## src/smb_defs.vh

```
// constants for the two-wire serial bus interface
// assumes a 100 MHz system clock and timer overflow pulses on the same clock
// Summary of operation
// - host moves whole bytes; the hardware shifts every bit on the bus itself.
// - bit rate up to one twentieth of the system clock, as master or slave.
// - works as master, slave or both on a bus with several masters.
// - whoever sends start plus address is master and makes every clock pulse.
// - start, address byte (address in bits 7-1, direction bit 0), data, stop.
// - direction bit 1 means read with slave sending; 0 means write.
// - receiver acks each byte with SDA low while SCL high; high is nack.
// - transmitter sends one byte then awaits the receiver's ack, both directions.
// - master ends the transfer with a stop that frees the bus.
// - master starts only on a free bus: after stop or free timeout.
// - master that releases SDA but reads low loses and turns slave.
// - winning master carries on without break or retransmission.
// - slave may hold SCL low; master waits for real release before high.
// - an SCL low period longer than 25 ms is a timeout.
// - after a low timeout the bus communication is reset within 10 ms.
// - timeout timer reloads while SCL high and counts while low, when enabled.
// - SCL and SDA are only pulled low or released, never driven high.
// - one shift register serves sent and received bytes and addresses.
// - with free timeout on, both lines high over 10 ticks acts as stop.
// - clock source select picks one of four timer overflows for timing.
// - one event per byte: after ack when sending, before ack when receiving; BYTE_DONE_OUT pulses after ack either way, RX_WAIT_OUT before ack on receive.
`ifndef SMB_DEFS_VH
`define SMB_DEFS_VH

// ----------------------------------------------------------------------
// timing
// ----------------------------------------------------------------------
`define CLK_FREQ_HZ        100000000
`define LOW_TIMEOUT_US     25000
`define LOW_TIMEOUT_CYCLES (`LOW_TIMEOUT_US * (`CLK_FREQ_HZ / 1000000))
`define FREE_TIMEOUT_TICKS 4'ha
`define HIGH_LAST_TICK     2'h1

// ----------------------------------------------------------------------
// byte framing
// ----------------------------------------------------------------------
`define LAST_DATA_BIT      4'h7
`define ACK_BIT            4'h8
`define DIR_BIT            0
`define FIFO_DEPTH         8
`define FIFO_AW            3

`endif

```

## src/smbus_two_wire_interface.v

```verilog
// byte-oriented two-wire bus interface, master and slave
// assumes timer overflow pulses and host controls come from SYS_CLK_IN logic;
// SCL and SDA arrive from pins and are synchronised here
`include "smb_defs.vh"
`timescale 1ns/10ps
module smbus_two_wire_interface #(
   parameter [31:0] LOW_TIMEOUT_CYCLES = `LOW_TIMEOUT_CYCLES,
   parameter        FIFO_DEPTH         = `FIFO_DEPTH,
   parameter        FIFO_AW            = `FIFO_AW
) (
   // clock and reset
   input  wire       SYS_CLK_IN,
   input  wire       ARST_N_IN,
   // configuration
   input  wire       ENABLE_IN,
   input  wire       SLAVE_INHIBIT_IN,
   input  wire       LOW_TIMEOUT_EN_IN,
   input  wire       FREE_TIMEOUT_EN_IN,
   input  wire [1:0] CLK_SRC_SEL_IN,
   input  wire [3:0] TIMER_OVF_IN,
   input  wire [6:0] OWN_ADDR_IN,
   // control
   input  wire       START_REQ_IN,
   input  wire       STOP_REQ_IN,
   input  wire       ACK_VALID_IN,
   input  wire       ACK_VALUE_IN,
   // outgoing bytes
   input  wire [7:0] TX_DATA_IN,
   input  wire       TX_VALID_IN,
   output wire       TX_READY_OUT,
   // received bytes and events
   output wire [7:0] RX_DATA_OUT,
   output wire       RX_WAIT_OUT,
   output wire       BYTE_DONE_OUT,
   output wire       ACK_RCVD_OUT,
   output wire       ADDR_MATCH_OUT,
   output wire       ARB_LOST_OUT,
   output wire       STOP_SEEN_OUT,
   output wire       LOW_TIMEOUT_OUT,
   // status
   output wire       BUSY_OUT,
   output wire       MASTER_OUT,
   output wire       TX_MODE_OUT,
   // bus pins
   input  wire       SCL_IN,
   output wire       SCL_OUT,
   output wire       SCL_OE_OUT,
   input  wire       SDA_IN,
   output wire       SDA_OUT,
   output wire       SDA_OE_OUT
);

   localparam [2:0] ST_IDLE     = 3'h0;
   localparam [2:0] ST_MSTART   = 3'h1;
   localparam [2:0] ST_XFER     = 3'h2;
   localparam [2:0] ST_MSTOP    = 3'h3;
   localparam [2:0] ST_WAITSTOP = 3'h4;

   // ----------------------------------------------------------------------
   // declarations
   // ----------------------------------------------------------------------
   reg  [2:0] state_q;
   reg        scl_m_q;
   reg        scl_s_q;
   reg        scl_p_q;
   reg        sda_m_q;
   reg        sda_s_q;
   reg        sda_p_q;
   reg  [7:0] shift_q;
   reg  [3:0] bit_q;
   reg  [3:0] fcnt_q;
   reg  [1:0] tcnt_q;
   reg        step_q;
   reg        gen_high_q;
   reg        master_q;
   reg        tx_q;
   reg        rw_q;
   reg        addr_q;
   reg        ack_q;
   reg        hold_q;
   reg        inh_q;
   reg        busy_q;
   reg        start_pend_q;
   reg        stop_pend_q;
   reg        pop_q;
   reg        scl_oe_q;
   reg        sda_oe_q;
   reg        lo_q;
   reg  [7:0] rx_data_q;
   reg        rx_wait_q;
   reg        byte_done_q;
   reg        addr_match_q;
   reg        arb_lost_q;
   reg        stop_seen_q;
   reg        low_to_q;
   wire       tick;
   wire       start_det;
   wire       stop_det;
   wire       scl_rise;
   wire       scl_fall;
   wire       free_hit;
   wire       bus_end;
   wire       next_tx;
   wire       ovf_low;
   wire       fifo_valid;
   wire [7:0] fifo_data;
   wire       can_load;

   // ----------------------------------------------------------------------
   // outgoing byte buffer
   // ----------------------------------------------------------------------
   byte_fifo #(
      .WIDTH (8),
      .DEPTH (FIFO_DEPTH),
      .AW    (FIFO_AW)
   ) u_tx_fifo (
      .clk_in        (SYS_CLK_IN),
      .rst_n_in      (ARST_N_IN),
      .in_valid_in   (TX_VALID_IN),
      .in_data_in    (TX_DATA_IN),
      .in_ready_out  (TX_READY_OUT),
      .out_valid_out (fifo_valid),
      .out_data_out  (fifo_data),
      .out_ready_in  (pop_q)
   );

   // ----------------------------------------------------------------------
   // scl low timeout
   // ----------------------------------------------------------------------
   low_timeout_timer #(
      .CYCLES (LOW_TIMEOUT_CYCLES)
   ) u_low_timer (
      .clk_in       (SYS_CLK_IN),
      .rst_n_in     (ARST_N_IN),
      .enable_in    (LOW_TIMEOUT_EN_IN & ENABLE_IN),
      .scl_low_in   (~scl_s_q),
      .overflow_out (ovf_low)
   );

   // ----------------------------------------------------------------------
   // pin synchronisers and bus condition detection
   // ----------------------------------------------------------------------
   always @(posedge SYS_CLK_IN or negedge ARST_N_IN) begin
      if (!ARST_N_IN) begin
         scl_m_q <= 1'b1;
         scl_s_q <= 1'b1;
         scl_p_q <= 1'b1;
         sda_m_q <= 1'b1;
         sda_s_q <= 1'b1;
         sda_p_q <= 1'b1;
      end else begin
         scl_m_q <= SCL_IN;
         scl_s_q <= scl_m_q;
         scl_p_q <= scl_s_q;
         sda_m_q <= SDA_IN;
         sda_s_q <= sda_m_q;
         sda_p_q <= sda_s_q;
      end
   end

   assign tick      = TIMER_OVF_IN[CLK_SRC_SEL_IN];
   assign start_det = scl_s_q & scl_p_q & sda_p_q & ~sda_s_q;
   assign stop_det  = scl_s_q & scl_p_q & ~sda_p_q & sda_s_q;
   assign scl_rise  = scl_s_q & ~scl_p_q;
   assign scl_fall  = ~scl_s_q & scl_p_q;
   assign free_hit  = FREE_TIMEOUT_EN_IN & busy_q & scl_s_q & sda_s_q & tick
                      & (fcnt_q == `FREE_TIMEOUT_TICKS);
   assign bus_end   = stop_det | free_hit;
   assign next_tx   = master_q ^ rw_q;
   assign can_load  = fifo_valid & ~pop_q;

   // ----------------------------------------------------------------------
   // helpers
   // ----------------------------------------------------------------------
   task go_idle;
      begin
         state_q   <= ST_IDLE;
         master_q  <= 1'b0;
         tx_q      <= 1'b0;
         hold_q    <= 1'b0;
         rx_wait_q <= 1'b0;
         addr_q    <= 1'b0;
         bit_q     <= 4'h0;
         scl_oe_q  <= 1'b0;
         sda_oe_q  <= 1'b0;
      end
   endtask

   task load_byte;
      begin
         shift_q  <= fifo_data;
         pop_q    <= 1'b1;
         sda_oe_q <= ~fifo_data[7];
         hold_q   <= 1'b0;
      end
   endtask

   task enter_stop;
      begin
         state_q     <= ST_MSTOP;
         step_q      <= 1'b0;
         sda_oe_q    <= 1'b1;
         scl_oe_q    <= 1'b1;
         hold_q      <= 1'b0;
         stop_pend_q <= STOP_REQ_IN;
      end
   endtask

   // ----------------------------------------------------------------------
   // bus engine
   // ----------------------------------------------------------------------
   always @(posedge SYS_CLK_IN or negedge ARST_N_IN) begin
      if (!ARST_N_IN) begin
         state_q      <= ST_IDLE;
         shift_q      <= 8'h00;
         bit_q        <= 4'h0;
         fcnt_q       <= 4'h0;
         tcnt_q       <= 2'h0;
         step_q       <= 1'b0;
         gen_high_q   <= 1'b0;
         master_q     <= 1'b0;
         tx_q         <= 1'b0;
         rw_q         <= 1'b0;
         addr_q       <= 1'b0;
         ack_q        <= 1'b0;
         hold_q       <= 1'b0;
         inh_q        <= 1'b0;
         busy_q       <= 1'b0;
         start_pend_q <= 1'b0;
         stop_pend_q  <= 1'b0;
         pop_q        <= 1'b0;
         scl_oe_q     <= 1'b0;
         sda_oe_q     <= 1'b0;
         lo_q         <= 1'b0;
         rx_data_q    <= 8'h00;
         rx_wait_q    <= 1'b0;
         byte_done_q  <= 1'b0;
         addr_match_q <= 1'b0;
         arb_lost_q   <= 1'b0;
         stop_seen_q  <= 1'b0;
         low_to_q     <= 1'b0;
      end else begin
         lo_q         <= 1'b0;
         pop_q        <= 1'b0;
         byte_done_q  <= 1'b0;
         addr_match_q <= 1'b0;
         arb_lost_q   <= 1'b0;
         stop_seen_q  <= bus_end;
         low_to_q     <= ovf_low;
         if (START_REQ_IN) begin
            start_pend_q <= 1'b1;
         end
         if (STOP_REQ_IN) begin
            stop_pend_q <= 1'b1;
         end
         if (start_det) begin
            busy_q <= 1'b1;
            inh_q  <= SLAVE_INHIBIT_IN;
         end else if (bus_end) begin
            busy_q <= 1'b0;
         end
         if (!(scl_s_q & sda_s_q) || !busy_q) begin
            fcnt_q <= 4'h0;
         end else if (tick && fcnt_q != `FREE_TIMEOUT_TICKS) begin
            fcnt_q <= fcnt_q + 4'h1;
         end
         if (!ENABLE_IN || ovf_low) begin
            go_idle;
            start_pend_q <= 1'b0;
            stop_pend_q  <= 1'b0;
         end else if (start_det && state_q != ST_MSTART && state_q != ST_MSTOP) begin
            go_idle;
            state_q <= ST_XFER;
            addr_q  <= 1'b1;
         end else begin
            case (state_q)
               ST_IDLE: begin
                  if (start_pend_q && !busy_q && can_load) begin
                     state_q      <= ST_MSTART;
                     step_q       <= 1'b0;
                     start_pend_q <= START_REQ_IN;
                     sda_oe_q     <= 1'b1;
                  end
               end
               ST_MSTART: begin
                  if (tick) begin
                     if (!step_q) begin
                        scl_oe_q <= 1'b1;
                        step_q   <= 1'b1;
                     end else begin
                        load_byte;
                        rw_q       <= fifo_data[`DIR_BIT];
                        master_q   <= 1'b1;
                        tx_q       <= 1'b1;
                        addr_q     <= 1'b1;
                        ack_q      <= 1'b1;
                        bit_q      <= 4'h0;
                        gen_high_q <= 1'b0;
                        state_q    <= ST_XFER;
                     end
                  end
               end
               ST_XFER: begin
                  if (bus_end) begin
                     go_idle;
                  end else begin
                     // master clock: one tick low, two ticks high after release
                     if (master_q) begin
                        if (!gen_high_q) begin
                           if (tick && !hold_q && !scl_s_q && !scl_p_q) begin
                              scl_oe_q   <= 1'b0;
                              gen_high_q <= 1'b1;
                              tcnt_q     <= 2'h0;
                           end
                        end else if (scl_s_q && tick) begin
                           tcnt_q <= tcnt_q + 2'h1;
                           if (tcnt_q == `HIGH_LAST_TICK) begin
                              scl_oe_q   <= 1'b1;
                              gen_high_q <= 1'b0;
                           end
                        end
                     end else begin
                        scl_oe_q <= hold_q;
                     end
                     // host answers while scl is held low
                     if (hold_q) begin
                        if (rx_wait_q) begin
                           if (ACK_VALID_IN) begin
                              sda_oe_q  <= ACK_VALUE_IN;
                              rx_wait_q <= 1'b0;
                              hold_q    <= 1'b0;
                           end
                        end else if (master_q && stop_pend_q) begin
                           enter_stop;
                        end else if (tx_q && ack_q && can_load) begin
                           load_byte;
                        end
                     end
                     // bit sampling on the rising edge
                     if (scl_rise) begin
                        if (bit_q != `ACK_BIT) begin
                           shift_q <= {shift_q[6:0], sda_s_q};
                           if (tx_q && master_q && shift_q[7] && !sda_s_q) begin
                              master_q   <= 1'b0;
                              tx_q       <= 1'b0;
                              arb_lost_q <= 1'b1;
                              scl_oe_q   <= 1'b0;
                           end
                        end else if (tx_q) begin
                           ack_q <= ~sda_s_q;
                        end
                     end
                     // data changes on the falling edge
                     if (scl_fall) begin
                        if (bit_q < `LAST_DATA_BIT) begin
                           bit_q    <= bit_q + 4'h1;
                           sda_oe_q <= tx_q & ~shift_q[7];
                        end else if (bit_q == `LAST_DATA_BIT) begin
                           bit_q    <= `ACK_BIT;
                           sda_oe_q <= 1'b0;
                           if (addr_q && !master_q) begin
                              if (shift_q[7:1] == OWN_ADDR_IN && !inh_q) begin
                                 sda_oe_q     <= 1'b1;
                                 rw_q         <= shift_q[`DIR_BIT];
                                 ack_q        <= 1'b1;
                                 addr_match_q <= 1'b1;
                              end else begin
                                 state_q <= ST_WAITSTOP;
                              end
                           end else if (!tx_q) begin
                              hold_q    <= 1'b1;
                              rx_wait_q <= 1'b1;
                              rx_data_q <= shift_q;
                           end
                        end else begin
                           bit_q       <= 4'h0;
                           addr_q      <= 1'b0;
                           sda_oe_q    <= 1'b0;
                           byte_done_q <= 1'b1;
                           tx_q        <= next_tx;
                           if (master_q && stop_pend_q) begin
                              enter_stop;
                           end else if (tx_q && !ack_q && !master_q) begin
                              state_q <= ST_WAITSTOP;
                           end else if (tx_q && !ack_q) begin
                              hold_q <= 1'b1;
                           end else if (next_tx) begin
                              if (can_load) begin
                                 load_byte;
                              end else begin
                                 hold_q <= 1'b1;
                              end
                           end
                        end
                     end
                  end
               end
               ST_MSTOP: begin
                  if (!step_q) begin
                     if (tick) begin
                        scl_oe_q <= 1'b0;
                        step_q   <= 1'b1;
                     end
                  end else if (scl_s_q && tick) begin
                     sda_oe_q <= 1'b0;
                     master_q <= 1'b0;
                     tx_q     <= 1'b0;
                     state_q  <= ST_WAITSTOP;
                  end
               end
               ST_WAITSTOP: begin
                  scl_oe_q <= 1'b0;
                  sda_oe_q <= 1'b0;
                  hold_q   <= 1'b0;
                  if (bus_end) begin
                     go_idle;
                  end
               end
               default: begin
                  go_idle;
               end
            endcase
         end
      end
   end

   // ----------------------------------------------------------------------
   // outputs
   // ----------------------------------------------------------------------
   assign SCL_OUT         = lo_q;
   assign SDA_OUT         = lo_q;
   assign SCL_OE_OUT      = scl_oe_q;
   assign SDA_OE_OUT      = sda_oe_q;
   assign RX_DATA_OUT     = rx_data_q;
   assign RX_WAIT_OUT     = rx_wait_q;
   assign BYTE_DONE_OUT   = byte_done_q;
   assign ACK_RCVD_OUT    = ack_q;
   assign ADDR_MATCH_OUT  = addr_match_q;
   assign ARB_LOST_OUT    = arb_lost_q;
   assign STOP_SEEN_OUT   = stop_seen_q;
   assign LOW_TIMEOUT_OUT = low_to_q;
   assign BUSY_OUT        = busy_q;
   assign MASTER_OUT      = master_q;
   assign TX_MODE_OUT     = tx_q;

endmodule

```

## src/byte_fifo.v

```verilog
// small synchronous fifo with valid and ready on both sides
// assumes depth is a power of two and one clock for both sides
`timescale 1ns/10ps
module byte_fifo #(
   parameter WIDTH = 8,
   parameter DEPTH = 8,
   parameter AW    = 3
) (
   // clock and reset
   input  wire             clk_in,
   input  wire             rst_n_in,
   // filling side
   input  wire             in_valid_in,
   input  wire [WIDTH-1:0] in_data_in,
   output reg              in_ready_out,
   // draining side
   output wire             out_valid_out,
   output wire [WIDTH-1:0] out_data_out,
   input  wire             out_ready_in
);

   localparam [AW:0] FULL = DEPTH[AW:0];

   reg  [WIDTH-1:0] mem_q [0:DEPTH-1];
   reg  [AW-1:0]    wr_q;
   reg  [AW-1:0]    rd_q;
   reg  [AW:0]      cnt_q;
   wire             wr_en;
   wire             rd_en;
   wire [AW:0]      cnt_d;

   assign wr_en         = in_valid_in & in_ready_out;
   assign rd_en         = out_ready_in & out_valid_out;
   assign cnt_d         = cnt_q + {{AW{1'b0}}, wr_en} - {{AW{1'b0}}, rd_en};
   assign out_valid_out = (cnt_q != {(AW+1){1'b0}});
   assign out_data_out  = mem_q[rd_q];

   always @(posedge clk_in) begin
      if (wr_en) begin
         mem_q[wr_q] <= in_data_in;
      end
   end

   always @(posedge clk_in or negedge rst_n_in) begin
      if (!rst_n_in) begin
         wr_q         <= {AW{1'b0}};
         rd_q         <= {AW{1'b0}};
         cnt_q        <= {(AW+1){1'b0}};
         in_ready_out <= 1'b1;
      end else begin
         if (wr_en) begin
            wr_q <= wr_q + {{(AW-1){1'b0}}, 1'b1};
         end
         if (rd_en) begin
            rd_q <= rd_q + {{(AW-1){1'b0}}, 1'b1};
         end
         cnt_q        <= cnt_d;
         in_ready_out <= (cnt_d != FULL);
      end
   end

endmodule

```

## src/low_timeout_timer.v

```verilog
// counter that flags an over-long SCL low period
// assumes scl_low_in is already synchronised to clk_in
`include "smb_defs.vh"
`timescale 1ns/10ps
module low_timeout_timer #(
   parameter [31:0] CYCLES = `LOW_TIMEOUT_CYCLES
) (
   // clock and reset
   input  wire clk_in,
   input  wire rst_n_in,
   // control
   input  wire enable_in,
   input  wire scl_low_in,
   // result
   output reg  overflow_out
);

   reg [31:0] cnt_q;

   always @(posedge clk_in or negedge rst_n_in) begin
      if (!rst_n_in) begin
         cnt_q        <= 32'h0;
         overflow_out <= 1'b0;
      end else if (!enable_in || !scl_low_in) begin
         cnt_q        <= 32'h0;
         overflow_out <= 1'b0;
      end else if (cnt_q == CYCLES - 32'h1) begin
         cnt_q        <= 32'h0;
         overflow_out <= 1'b1;
      end else begin
         cnt_q        <= cnt_q + 32'h1;
         overflow_out <= 1'b0;
      end
   end

endmodule

```

## config.mk

```make
export PLATFORM = sky130hd
export DESIGN_NAME = smbus_two_wire_interface
export DESIGN_NICKNAME = d
export VERILOG_FILES = /design/src/smbus_two_wire_interface.v /design/src/byte_fifo.v /design/src/low_timeout_timer.v
export VERILOG_INCLUDE_DIRS = /design/src /design/src/src
export SDC_FILE = /design/constraint.sdc
export NUM_CORES = 1
export LEC_CHECK = 0
export BUFFER_PORTS_ARGS = -buffer_cell sky130_fd_sc_hd__buf_2
export CAP_MARGIN = 20
export CORE_ASPECT_RATIO = 2
export CORE_MARGIN = 2
export CORE_UTILIZATION = 52
export CTS_BUF_LIST = sky130_fd_sc_hd__clkbuf_16
export CTS_CLUSTER_DIAMETER = 200
export DETAILED_ROUTE_END_ITERATION = 10
export GPL_TIMING_DRIVEN = 1
export HOLD_SLACK_MARGIN = 0.05
export PLACE_DENSITY = 0.71
export SLEW_MARGIN = 10
export SYNTH_ARGS = -nofsm -noshare
export SYNTH_HDL_FRONTEND = slang
export SYNTH_SLANG_ARGS = --single-unit
```

## constraint.sdc

```tcl
create_clock -name SYS_CLK_IN -period 3.2 [get_ports SYS_CLK_IN]
set_input_delay 0.48 -clock SYS_CLK_IN [delete_from_list [all_inputs] [get_ports SYS_CLK_IN]]
set_output_delay 0.48 -clock SYS_CLK_IN [all_outputs]
set_load 0.01 [all_outputs]
```

# Word-level counts from Yosys, hierarchy flattened
# Memories as Yosys holds them, arrays and structs flattened.
# Cells that the tools add are included.
# word_totals
n_memories,1
ff_bits,100
in_bits,34
wordCells,449
output_inout_bits,23
ramBits,64
# op_classes
bitwise_logic,33
order_cmp,2
add_sub_neg,8
muxes,263
n_eq_ne,46
reduce_logical,57
# memory_table
memory,words,word_bits,read_ports,rd_ports_with_merged_regs,write_ports,line_no,rtl
u_tx_fifo.mem_q,8,8,1,0,1,byte_fifo.v:24,reg [WIDTH-1:0] mem_q [0:DEPTH-1];
# op_table
operator,count
1-bit 2-to-1 mux,195
8-bit 2-to-1 mux,17
32-bit 2-to-1 mux,2
3-bit 2-to-1 mux,19
"4-bit != test, second input constant",12
4-bit 2-to-1 mux,11
"32-bit by 1-bit adder with 32-bit output, second input constant",1
"32-bit by 22-bit equality test with 1-bit output, second input constant",1
"5-bit != test, second input constant",6
6-bit AND reduction,4
7-bit AND reduction,3
"2-bit != test, second input constant",10
1-bit logical AND,19
1-bit AND,18
9-bit AND reduction,2
1-bit one-hot mux with 4 select lines,4
4-bit one-hot mux with 4 select lines,1
8-bit one-hot mux with 2 select lines,1
3-bit one-hot mux with 5 select lines,1
1-bit NOT,13
1-bit logical NOT,11
11-bit AND reduction,1
1-bit one-hot mux with 5 select lines,2
5-bit AND reduction,2
36 further kinds,53

# Longest topological paths before layout
# Gate-level depths: netlist of the first run.
# depth
word_depth,22
depth_mapped,11
depth_no_buf,11

# Modules after synthesis
# From an unflattened synthesis of the first run, not the netlist that was laid out.
# unflattened
cells_unflattened,701
area_unflattened_um2,8425.6
# modules_own_cells
mod,cells_per_inst,seq_area_each_um2,area_each_um2,n_inst
smbus_two_wire_interface,365,1408.9,3468.3,1
byte_fifo,148,2198.4,3080.5,1
low_timeout_timer,188,825.8,1876.8,1

# Worst setup path after synthesis of the first run
# Ideal clock, no wire load.
# synth_timing
path_type,reg2reg
start,reg u_tx_fifo.cnt_q[2]
end,reg u_tx_fifo.in_ready_out
t_required_ns,3.100
arrival_time_ns,2.759
stages_incl_launch_ff,12
path_buffers,0
setup_time_ns,0.100
setup_slack_ns,0.341
period_less_slack_ns,2.859
cell_sequence,dfrtp_1 > inv_1 > ha_1 > nor3b_1 > nor2b_1 > ha_1 > inv_1 > ha_1 > inv_1 > fa_1 > inv_1 > or4b_2
# synth_between
elab_chain_len,4
elab_cells_between_ends,5
cone_classes,add/sub (2); eq/ne (1); bitwise (1); reduce/logical (1)
# synth_lines
element,line_no,rtl
from (decl),byte_fifo.v:27,reg [AW:0] cnt_q;
from (signal assigned),byte_fifo.v:48,cnt_q <= {(AW+1){1'b0}};
from (signal assigned),byte_fifo.v:57,cnt_q <= cnt_d;
4-bit nonzero test,byte_fifo.v:35,assign out_valid_out = (cnt_q != {(AW+1){1'b0}});
1-bit AND,byte_fifo.v:33,assign rd_en = out_ready_in & out_valid_out;
named net u_tx_fifo.rd_en,byte_fifo.v:29,wire rd_en;
4-bit by 1-bit subtractor with 4-bit output,byte_fifo.v:34,"assign cnt_d = cnt_q + {{AW{1'b0}}, wr_en} - {{AW{1'b0}}, rd_en};"
named net u_tx_fifo.cnt_d[1],byte_fifo.v:30,wire [AW:0] cnt_d;
4-bit != test,byte_fifo.v:58,in_ready_out <= (cnt_d != FULL);
to (signal assigned),byte_fifo.v:58,
to (decl),byte_fifo.v:15,"output reg in_ready_out,"
# The timed path passes the listed nets, and every way through them passes these cells.
# A chain may end at the register's enable or synchronous reset.

# Worst setup path in the final report of the first run
# Same ends and word-level chain as after synthesis.

==> summary.md, run 1 <==
| Metric | Value |
|---|---|
| Largest net degree at the start of global routing | 54 |
| Maximum vdd drop | 602 uV |
| Crit path from | u_tx_fifo.cnt_q[2] |
| Final WS setup | 0.372 ns |
| Worst Path Arrival | 3.17 ns |
| Clock Latency Late Sink | 0.43 ns |
| Total gr overflow | 0 |
| R2R setup slack | 0.37 ns |
| DIE HEIGHT | 177 um |
| Synth top area share | 29.8% |
| FMAX | 0.354 GHz |
| Layout cells sized above 1 | 20.5% |
| Post-DP HPWL | 13,500 um |
| Setup crit start kind | register |
| Syn avg cell area | 11.7 um^2 |
| CTS Buf Count | 17 |
| Mapped cell area | 7810 um^2 |
| Router iterations before antenna repair | 5 |
| EDFF count, synth | 64 |
| Ant diodes | 0 |
| CTS H-tree lvls | 4 |
| Vias in the first global route | 5,836 |
| Setup TNS Final | 0 ns |
| Final Critical Period | 2.83 ns |
| Clock Sink Count | 164 |
| Final core utilization | 60.8% |
| Synth unique cells | 70 |
| Slew margin rel. | 40.8% |
| Die X | 90.7 um |
| Worst-Margin Slew | 0.885 ns |
| Hold buffers post-CTS | 0 |
| Critical Path Fanout Max | 2 |
| First-pass GRT wire length | 30,500 um |
| Grt peak-use layer | met2 |
| Gpl congestion | 0.971 |
| Worst reg2reg endpoint | u_tx_fifo.in_ready_out |
| FFs w/ async S/R, synth | 61.0% |
| CP Class | register to register |
| Reg clk slew, reported paths | 0.07 ns |
| Yosys synthesis warning count | 0 |
| Vias per cell | 5.94 |
| Status | finished clean |
| Slowest cell delay on critical path | 0.66 ns |
| CP endpoint kind | register |
| Post-DR wirelength/cell | 19.9 um |
| Pwr/cell area | 716 nW/um^2 |
| Hold Fails Final Rpt | 0 |
| Maxcap violations | 0 |
| Crit-path most repeated cell | inv_1 |
| Synth area leaders | dfrtp_1 (30%), edfxtp_1 (25%), mux4_2 (4.9%), nor2_1 (3.9%), xnor2_1 (3.7%) |
| Critical-path cell list | inv_1, ha_1, nor3b_1, nor2b_1, ha_1, inv_1, ha_1, inv_1, fa_1, inv_1, or4b_2 |
| Type of the most critical hold path | primary input to async pin |
| Data required time of the critical path | 3.54 ns |
| Critical-path top delay cell | or4b_2 |
| Vias | 5,620 |
| Sequential-to-total area share from yosys stat | 56.8% |
| Met1 Use GR | 26.6% |
| Final Cycle Share | 88.4% |
| GRT met2 Usage | 44.7% |
| Port bufs | 54 |
| CTS tree | done |
| FF-to-FF Start | u_tx_fifo.cnt_q[2] |
| Post-CTS Setup Bufs | 0 |
| Clk_skew | 0.00840 ns |
| Most used DFF post-synth | dfrtp_1 |
| I/O pin total | 57 |
| CTS resizes | 0 |
| Max Root-Sink Buffers | 2 |
| R2R cell count | 11 |
| Initial drt markers | 383 |
| Leakage power | 3.57 nW |
| Row cnt | 63 |
| Initial antenna violation count | 0 |
| Register bit total from synthesis | 164 |
| Final Max Tran Viols | 0 |
| DRC violations left | 0 |
| Drt total wl | 18,800 um |
| Core Area | 14,700 um^2 |
| Clock Tree Root | clkbuf_16 |
| Synth Instances | 670 |
| Initial Util | 53.0% |
| Area Growth Syn to Fin | 14.8% |
| Final net count | 786 |
| Final Setup Violations | 0 |
| Total GRT Usage | 24.7% |
| ANT nets after route | 0 |
| Leading area contributor after synthesis | dfrtp_1 |
| Place WS | 0.368 ns |
| Filler Cell Count | 1,193 |
| Die Area | 16,100 um^2 |
| Crit-path leading delay family | adder cells |
| RSZ-0062 raised after global routing | no |
| WP buf/inv | 4 |
| GRT met3 Usage | 5.52% |
==> synthesized netlist by cell type (all sizes together) (4+ instances only) <==
library cell  instances
o21ai                25
dfrtp                93
nand3                22
mux2i                 6
mux4                 17
nor3                 21
nand4                 7
xor2                 14
o31ai                 6
and4                  5
mux2                 13
xnor2                33
o22a                  6
dfstp                 7
clkbuf               15
or4                   4
nor2                 81
nor2b                 9
a21o                  6
edfxtp               64
nand2                44
nand2b               11
ha                   13
nand3b                4
and3                  7
or3                   4
buf                   8
a21oi                28
a31oi                 8
inv                  33
nor4                  7
==> worst reg2reg max path, cell delays in order (launching register included) <==
cell and delay, ns:
dfrtp_1 0.37, inv_1 0.08, ha_1 0.15, nor3b_1 0.24, nor2b_1 0.10, ha_1 0.30, inv_1 0.06, ha_1 0.16
inv_1 0.06, fa_1 0.51, inv_1 0.05, or4b_2 0.66
==> how the worst max path moves through the flow <==
| stage | depth (start not counted) | end | slack, ns |
|---|---|---|---|
| floorplan | 11 | u_tx_fifo.in_ready_out | 0.34 |
| finish | 11 | u_tx_fifo.in_ready_out | 0.37 |
| CTS | 11 | u_tx_fifo.in_ready_out | 0.34 |
| global route | 11 | u_tx_fifo.in_ready_out | 0.20 |
| detailed placement | 11 | u_tx_fifo.in_ready_out | 0.37 |
| global placement | 11 | u_tx_fifo.in_ready_out | 0.48 |
==> power breakdown <==
group          leakage (nW)  switching [mW]  internal [mW]
combinational          1.40           0.908          0.699
clock                 0.292           0.887           1.17
sequential             1.88           0.268           2.49
==> metrics by stage <==
step / std cells / hold slack, ns / power (mW) / area, um^2
3_5_place_dp: 914 / 0.347 / 4.39 / 8380
2_1_floorplan: 671 / 0.184 / 3.85 / 7820
6_report: 946 / 0.0785 / 6.43 / 8970
5_1_grt: 946 / 0.119 / 6.73 / 8970
4_1_cts: 946 / 0.0950 / 6.46 / 8970
3_3_place_gp: 914 / 0.346 / 4.33 / 8380
==> metal layers <==
metal / part of all wire, % / vias to the layer above / wire length (um)
li1: - / 2571 / -
met1: 36 / 2757 / 6850
met2: 53 / 228 / 10000
met3: 5.1 / 64 / 955
met4: 5.4 / 0 / 1010
met5: 0 / - / 0
==> cells in the final DEF, fill, tap and decap left out, types with 19 or more instances in the layout <==
cell type / n
a21oi_1: 27
buf_2: 53
dfrtp_1: 93
edfxtp_1: 64
inv_1: 32
nand2_1: 44
nand3_1: 22
nor2_1: 81
nor3_1: 19
o21ai_0: 25
xnor2_1: 33
==> registers in the layout (all words and copies together) (netlist names), 3 cells and up <==
name	count
u_low_timer.cnt_q	32
RX_DATA_OUT	8
state_q	3
u_tx_fifo.cnt_q	4
u_tx_fifo.rd_q	3
shift_q	8
u_tx_fifo.wr_q	3
bit_q	4
fcnt_q	4
u_tx_fifo.mem_q	64
==> cell families (layout without fill, tap and decap cells) <==
| group | after synthesis | in the layout | synth area share [%] |
|---|---|---|---|
| simple gates | 243 | 243 | 15.8 |
| flops | 164 | 164 | 56.8 |
| compound gates | 109 | 109 | 9.43 |
| buf+inv | 56 | 136 | 2.85 |
| xor+xnor | 47 | 47 | 5.27 |
| mux | 36 | 36 | 7.54 |
| fa+ha+maj | 14 | 14 | 2.34 |
| other cells | 1 | 2 | 0.0480 |
==> final cells by class <==
type	instances	area, um^2	area share, %
Timing Repair Buffer	71	413	4.60
Inverter	33	124	1.38
Multi-Input combinational cell	451	3160	35.3
Clock buffer	17	425	4.74
Tap cell	195	244	2.72
Clock inverter	15	165	1.84
Sequential cell	164	4430	49.4
Power figures use the tool's default switching activity.
==> run 2: changes to the inputs <==
--- a/config.mk
+++ b/config.mk
@@ -10,13 +10,13 @@
 export CAP_MARGIN = 20
 export CORE_ASPECT_RATIO = 2
 export CORE_MARGIN = 2
-export CORE_UTILIZATION = 52
+export CORE_UTILIZATION = 50
 export CTS_BUF_LIST = sky130_fd_sc_hd__clkbuf_16
 export CTS_CLUSTER_DIAMETER = 200
 export DETAILED_ROUTE_END_ITERATION = 10
 export GPL_TIMING_DRIVEN = 1
 export HOLD_SLACK_MARGIN = 0.05
-export PLACE_DENSITY = 0.71
+export PLACE_DENSITY = 0.69
 export SLEW_MARGIN = 10
 export SYNTH_ARGS = -nofsm -noshare
 export SYNTH_HDL_FRONTEND = slang
==> run 2 against run 1 <==
Net effect:
- cell count is 0.21% higher
- critical path depth stayed put
- routed wire length decreased by 2.2%
- sequential cell count stayed put
- combinational power fell by 5%
- clock-buffer cell count up 1
- via count down 0.46%
- sequential share of layout area up 0.18 points
- critical path type unchanged
- largest cell class unchanged
- largest power group unchanged
==> summary.md, run 2 (same netlist as run 1, synthesis figures left out) <==
| Metric | Value |
|---|---|
| RSZ-0062 raised after global routing | no (unchanged) |
| Max Root-Sink Buffers | 2 (unchanged) |
| Met2 WL | 9740 um (was 10000 um) |
| Pwr/cell area | 696 nW/um^2 (was 716 nW/um^2) |
| Post-DR wirelength/cell | 19.4 um (was 19.9 um) |
| Leakage power | 3.54 nW (was 3.57 nW) |
| Total GRT Usage | 23.3% (was 24.7%) |
| Final Cycle Share | 89.3% (was 88.4%) |
| Core Area | 15,300 um^2 (was 14,700 um^2) |
| Post-CTS Setup Bufs | 0 (unchanged) |
| Maximum vdd drop | 612 uV (was 602 uV) |
| Port bufs | 54 (unchanged) |
| FMAX | 0.350 GHz (was 0.354 GHz) |
| Die Area | 16,700 um^2 (was 16,100 um^2) |
| Type of the most critical hold path | primary input to register (was primary input to async pin) |
| Initial drt markers | 338 (was 383) |
| Total design power | 6.22 mW (was 6.43 mW) |
| Most common cell after layout, fill and taps aside | dfrtp_1 (unchanged) |
| Hold buffers post-CTS | 1 (was 0) |
| Final WS setup | 0.344 ns (was 0.372 ns) |
| DRC violations left | 0 (unchanged) |
| R2R setup slack | 0.34 ns (was 0.37 ns) |
| Vias per cell | 5.90 (was 5.94) |
| Die X | 92.4 um (was 90.7 um) |
| Most flops, register | u_tx_fifo.mem_q (unchanged) |
| Final Critical Period | 2.86 ns (was 2.83 ns) |
| Layout cells sized above 1 | 20.3% (was 20.5%) |
| Hold Fails Final Rpt | 0 (unchanged) |
| Final Max Tran Viols | 0 (unchanged) |
| Initial Util | 51.1% (was 53.0%) |
| CTS H-tree lvls | 4 (unchanged) |
| Clock Sink Count | 164 (unchanged) |
| Fin cells | 948 (was 946) |
| DIE HEIGHT | 181 um (was 177 um) |
| Critical Path Fanout Max | 2 (unchanged) |
| Router iterations before antenna repair | 5 (unchanged) |
| Ant diodes | 0 (unchanged) |
| Maxcap violations | 0 (unchanged) |
| Wire length on met3 | 961 um (was 955 um) |
| Worst-Margin Slew | 0.848 ns (was 0.885 ns) |
| Final Setup Violations | 0 (unchanged) |
| I/O pin total | 57 (unchanged) |
| Slowest cell delay on critical path | 0.66 ns (about the same) |
| Setup crit start kind | register (unchanged) |
| Data required time of the critical path | 3.54 ns (about the same) |
| Final net count | 785 (was 786) |
| Hold EP | scl_m_q |
| Critical-path top delay cell | or4b_2 (unchanged) |
| R2R cell count | 11 (unchanged) |
| Placed cells | 915 (was 914) |
| Most frequent cells in the layout | dfrtp_1 (93), nor2_1 (81), edfxtp_1 (64), buf_2 (53), nand2_1 (44) (unchanged) |
| Clock Tree Root | clkbuf_16 (unchanged) |
| Hold_sp | SCL_IN |
| Gpl congestion | 0.972 (was 0.971) |
| ANT nets after route | 0 (unchanged) |
| Max reg flops | 64 (unchanged) |
| CTS resizes | 0 (unchanged) |
| Worst Path Arrival | 3.20 ns (was 3.17 ns) |
| CTS Buf Count | 17 (unchanged) |
| Row cnt | 64 (was 63) |
| CP endpoint kind | register (unchanged) |
| CP Class | register to register (unchanged) |
| Area Growth Syn to Fin | 14.4% (was 14.8%) |
| Vias in the first global route | 5,749 (was 5,836) |
| Min Hold Slack | 0.149 ns (was 0.0785 ns) |
| Largest net degree at the start of global routing | 69 (was 54) |
| CTS tree | done (unchanged) |
| Initial antenna violation count | 0 (unchanged) |
| Post-DP HPWL | 13,400 um (was 13,500 um) |
| Status | finished clean (unchanged) |
| FF-to-FF Start | u_tx_fifo.cnt_q[2] (unchanged) |
| First-pass GRT wire length | 29,900 um (was 30,500 um) |
| Highest Signal Layer | met4 (unchanged) |
| Met1 WL | 6720 um (was 6850 um) |
| Biggest regs | u_tx_fifo.mem_q x64, u_low_timer.cnt_q x32 (unchanged) |
| Drt total wl | 18,400 um (was 18,800 um) |
| Setup TNS Final | 0 ns (unchanged) |
| Crit-path most repeated cell | inv_1 (unchanged) |
| Slew margin rel. | 43.1% (was 40.8%) |
| Crit-path leading delay family | adder cells (unchanged) |
| Clock Latency Late Sink | 0.43 ns (about the same) |
| Clk_skew | 0.0101 ns (was 0.00840 ns) |
| Vias | 5,594 (was 5,620) |
| WP buf/inv | 4 (unchanged) |
| Critical-path cell list | inv_1, ha_1, nor3b_1, nor2b_1, ha_1, inv_1, ha_1, inv_1, fa_1, inv_1, or4b_2 (unchanged) |
| Place WS | 0.389 ns (was 0.368 ns) |
| Filler Cell Count | 1,273 (was 1,193) |
| Reg clk slew, reported paths | 0.07 ns (about the same) |
| Total gr overflow | 0 (unchanged) |
| Worst reg2reg endpoint | u_tx_fifo.in_ready_out (unchanged) |
| Hold depth | 1 |
-- run 2: per-stage QoR --
| stage | instance area (um^2) | util [%] |
|---|---|---|
| floorplan | 7820 | - |
| global placement | 8370 | 54.7 |
| detailed placement | 8370 | 54.7 |
| CTS | 8940 | 58.4 |
| global route | 8940 | 58.4 |
| finish | 8940 | 58.4 |
-- run 2: final cells by class --
cell class	count	area, um^2	area share (%)
sequential	164	4430	49.6
timing repair buffer	70	408	4.56
clock buffer	18	450	5.04
inverter	33	124	1.39
tap	198	248	2.77
clock inverter	14	104	1.16
multi-input combinational	451	3170	35.5
-- run 2: per-layer routing --
layer	GRT usage [%]	up-vias
met5	0	-
met4	14.8	0
met3	5.38	64
met2	40.1	194
met1	25.5	2762
li1	-	2574
-- run 2: worst max-delay path by stage --
stage / startpoint / endpoint / slack, ns / cells past startpoint
2_1_floorplan: u_tx_fifo.cnt_q[2] / u_tx_fifo.in_ready_out / 0.34 / 11
3_3_place_gp: CLK_SRC_SEL_IN[0] / RX_DATA_OUT[4] / 0.48 / 6
3_5_place_dp: u_tx_fifo.cnt_q[2] / u_tx_fifo.in_ready_out / 0.39 / 11
4_1_cts: u_tx_fifo.cnt_q[2] / u_tx_fifo.in_ready_out / 0.36 / 11
5_1_grt: u_tx_fifo.cnt_q[2] / u_tx_fifo.in_ready_out / 0.20 / 11
6_report: u_tx_fifo.cnt_q[2] / u_tx_fifo.in_ready_out / 0.34 / 11
-- run 2: worst register-to-register path: cells and delay by family (launching register included) --
family	cells	cell delay [ns]
adder cells (fa/ha/maj)	4	1.12
AND/OR/NAND/NOR	3	1.05
buffers and inverters	4	0.24
flip-flops	1	0.37
-- run 2: report_power, final --
part	total (mW)	internal [mW]	leakage [nW]	switching (mW)
combinational	1.53	0.689	1.40	0.846
clock	1.89	1.04	0.266	0.845
sequential	2.79	2.49	1.88	0.303
total	6.22	4.22	3.54	1.99
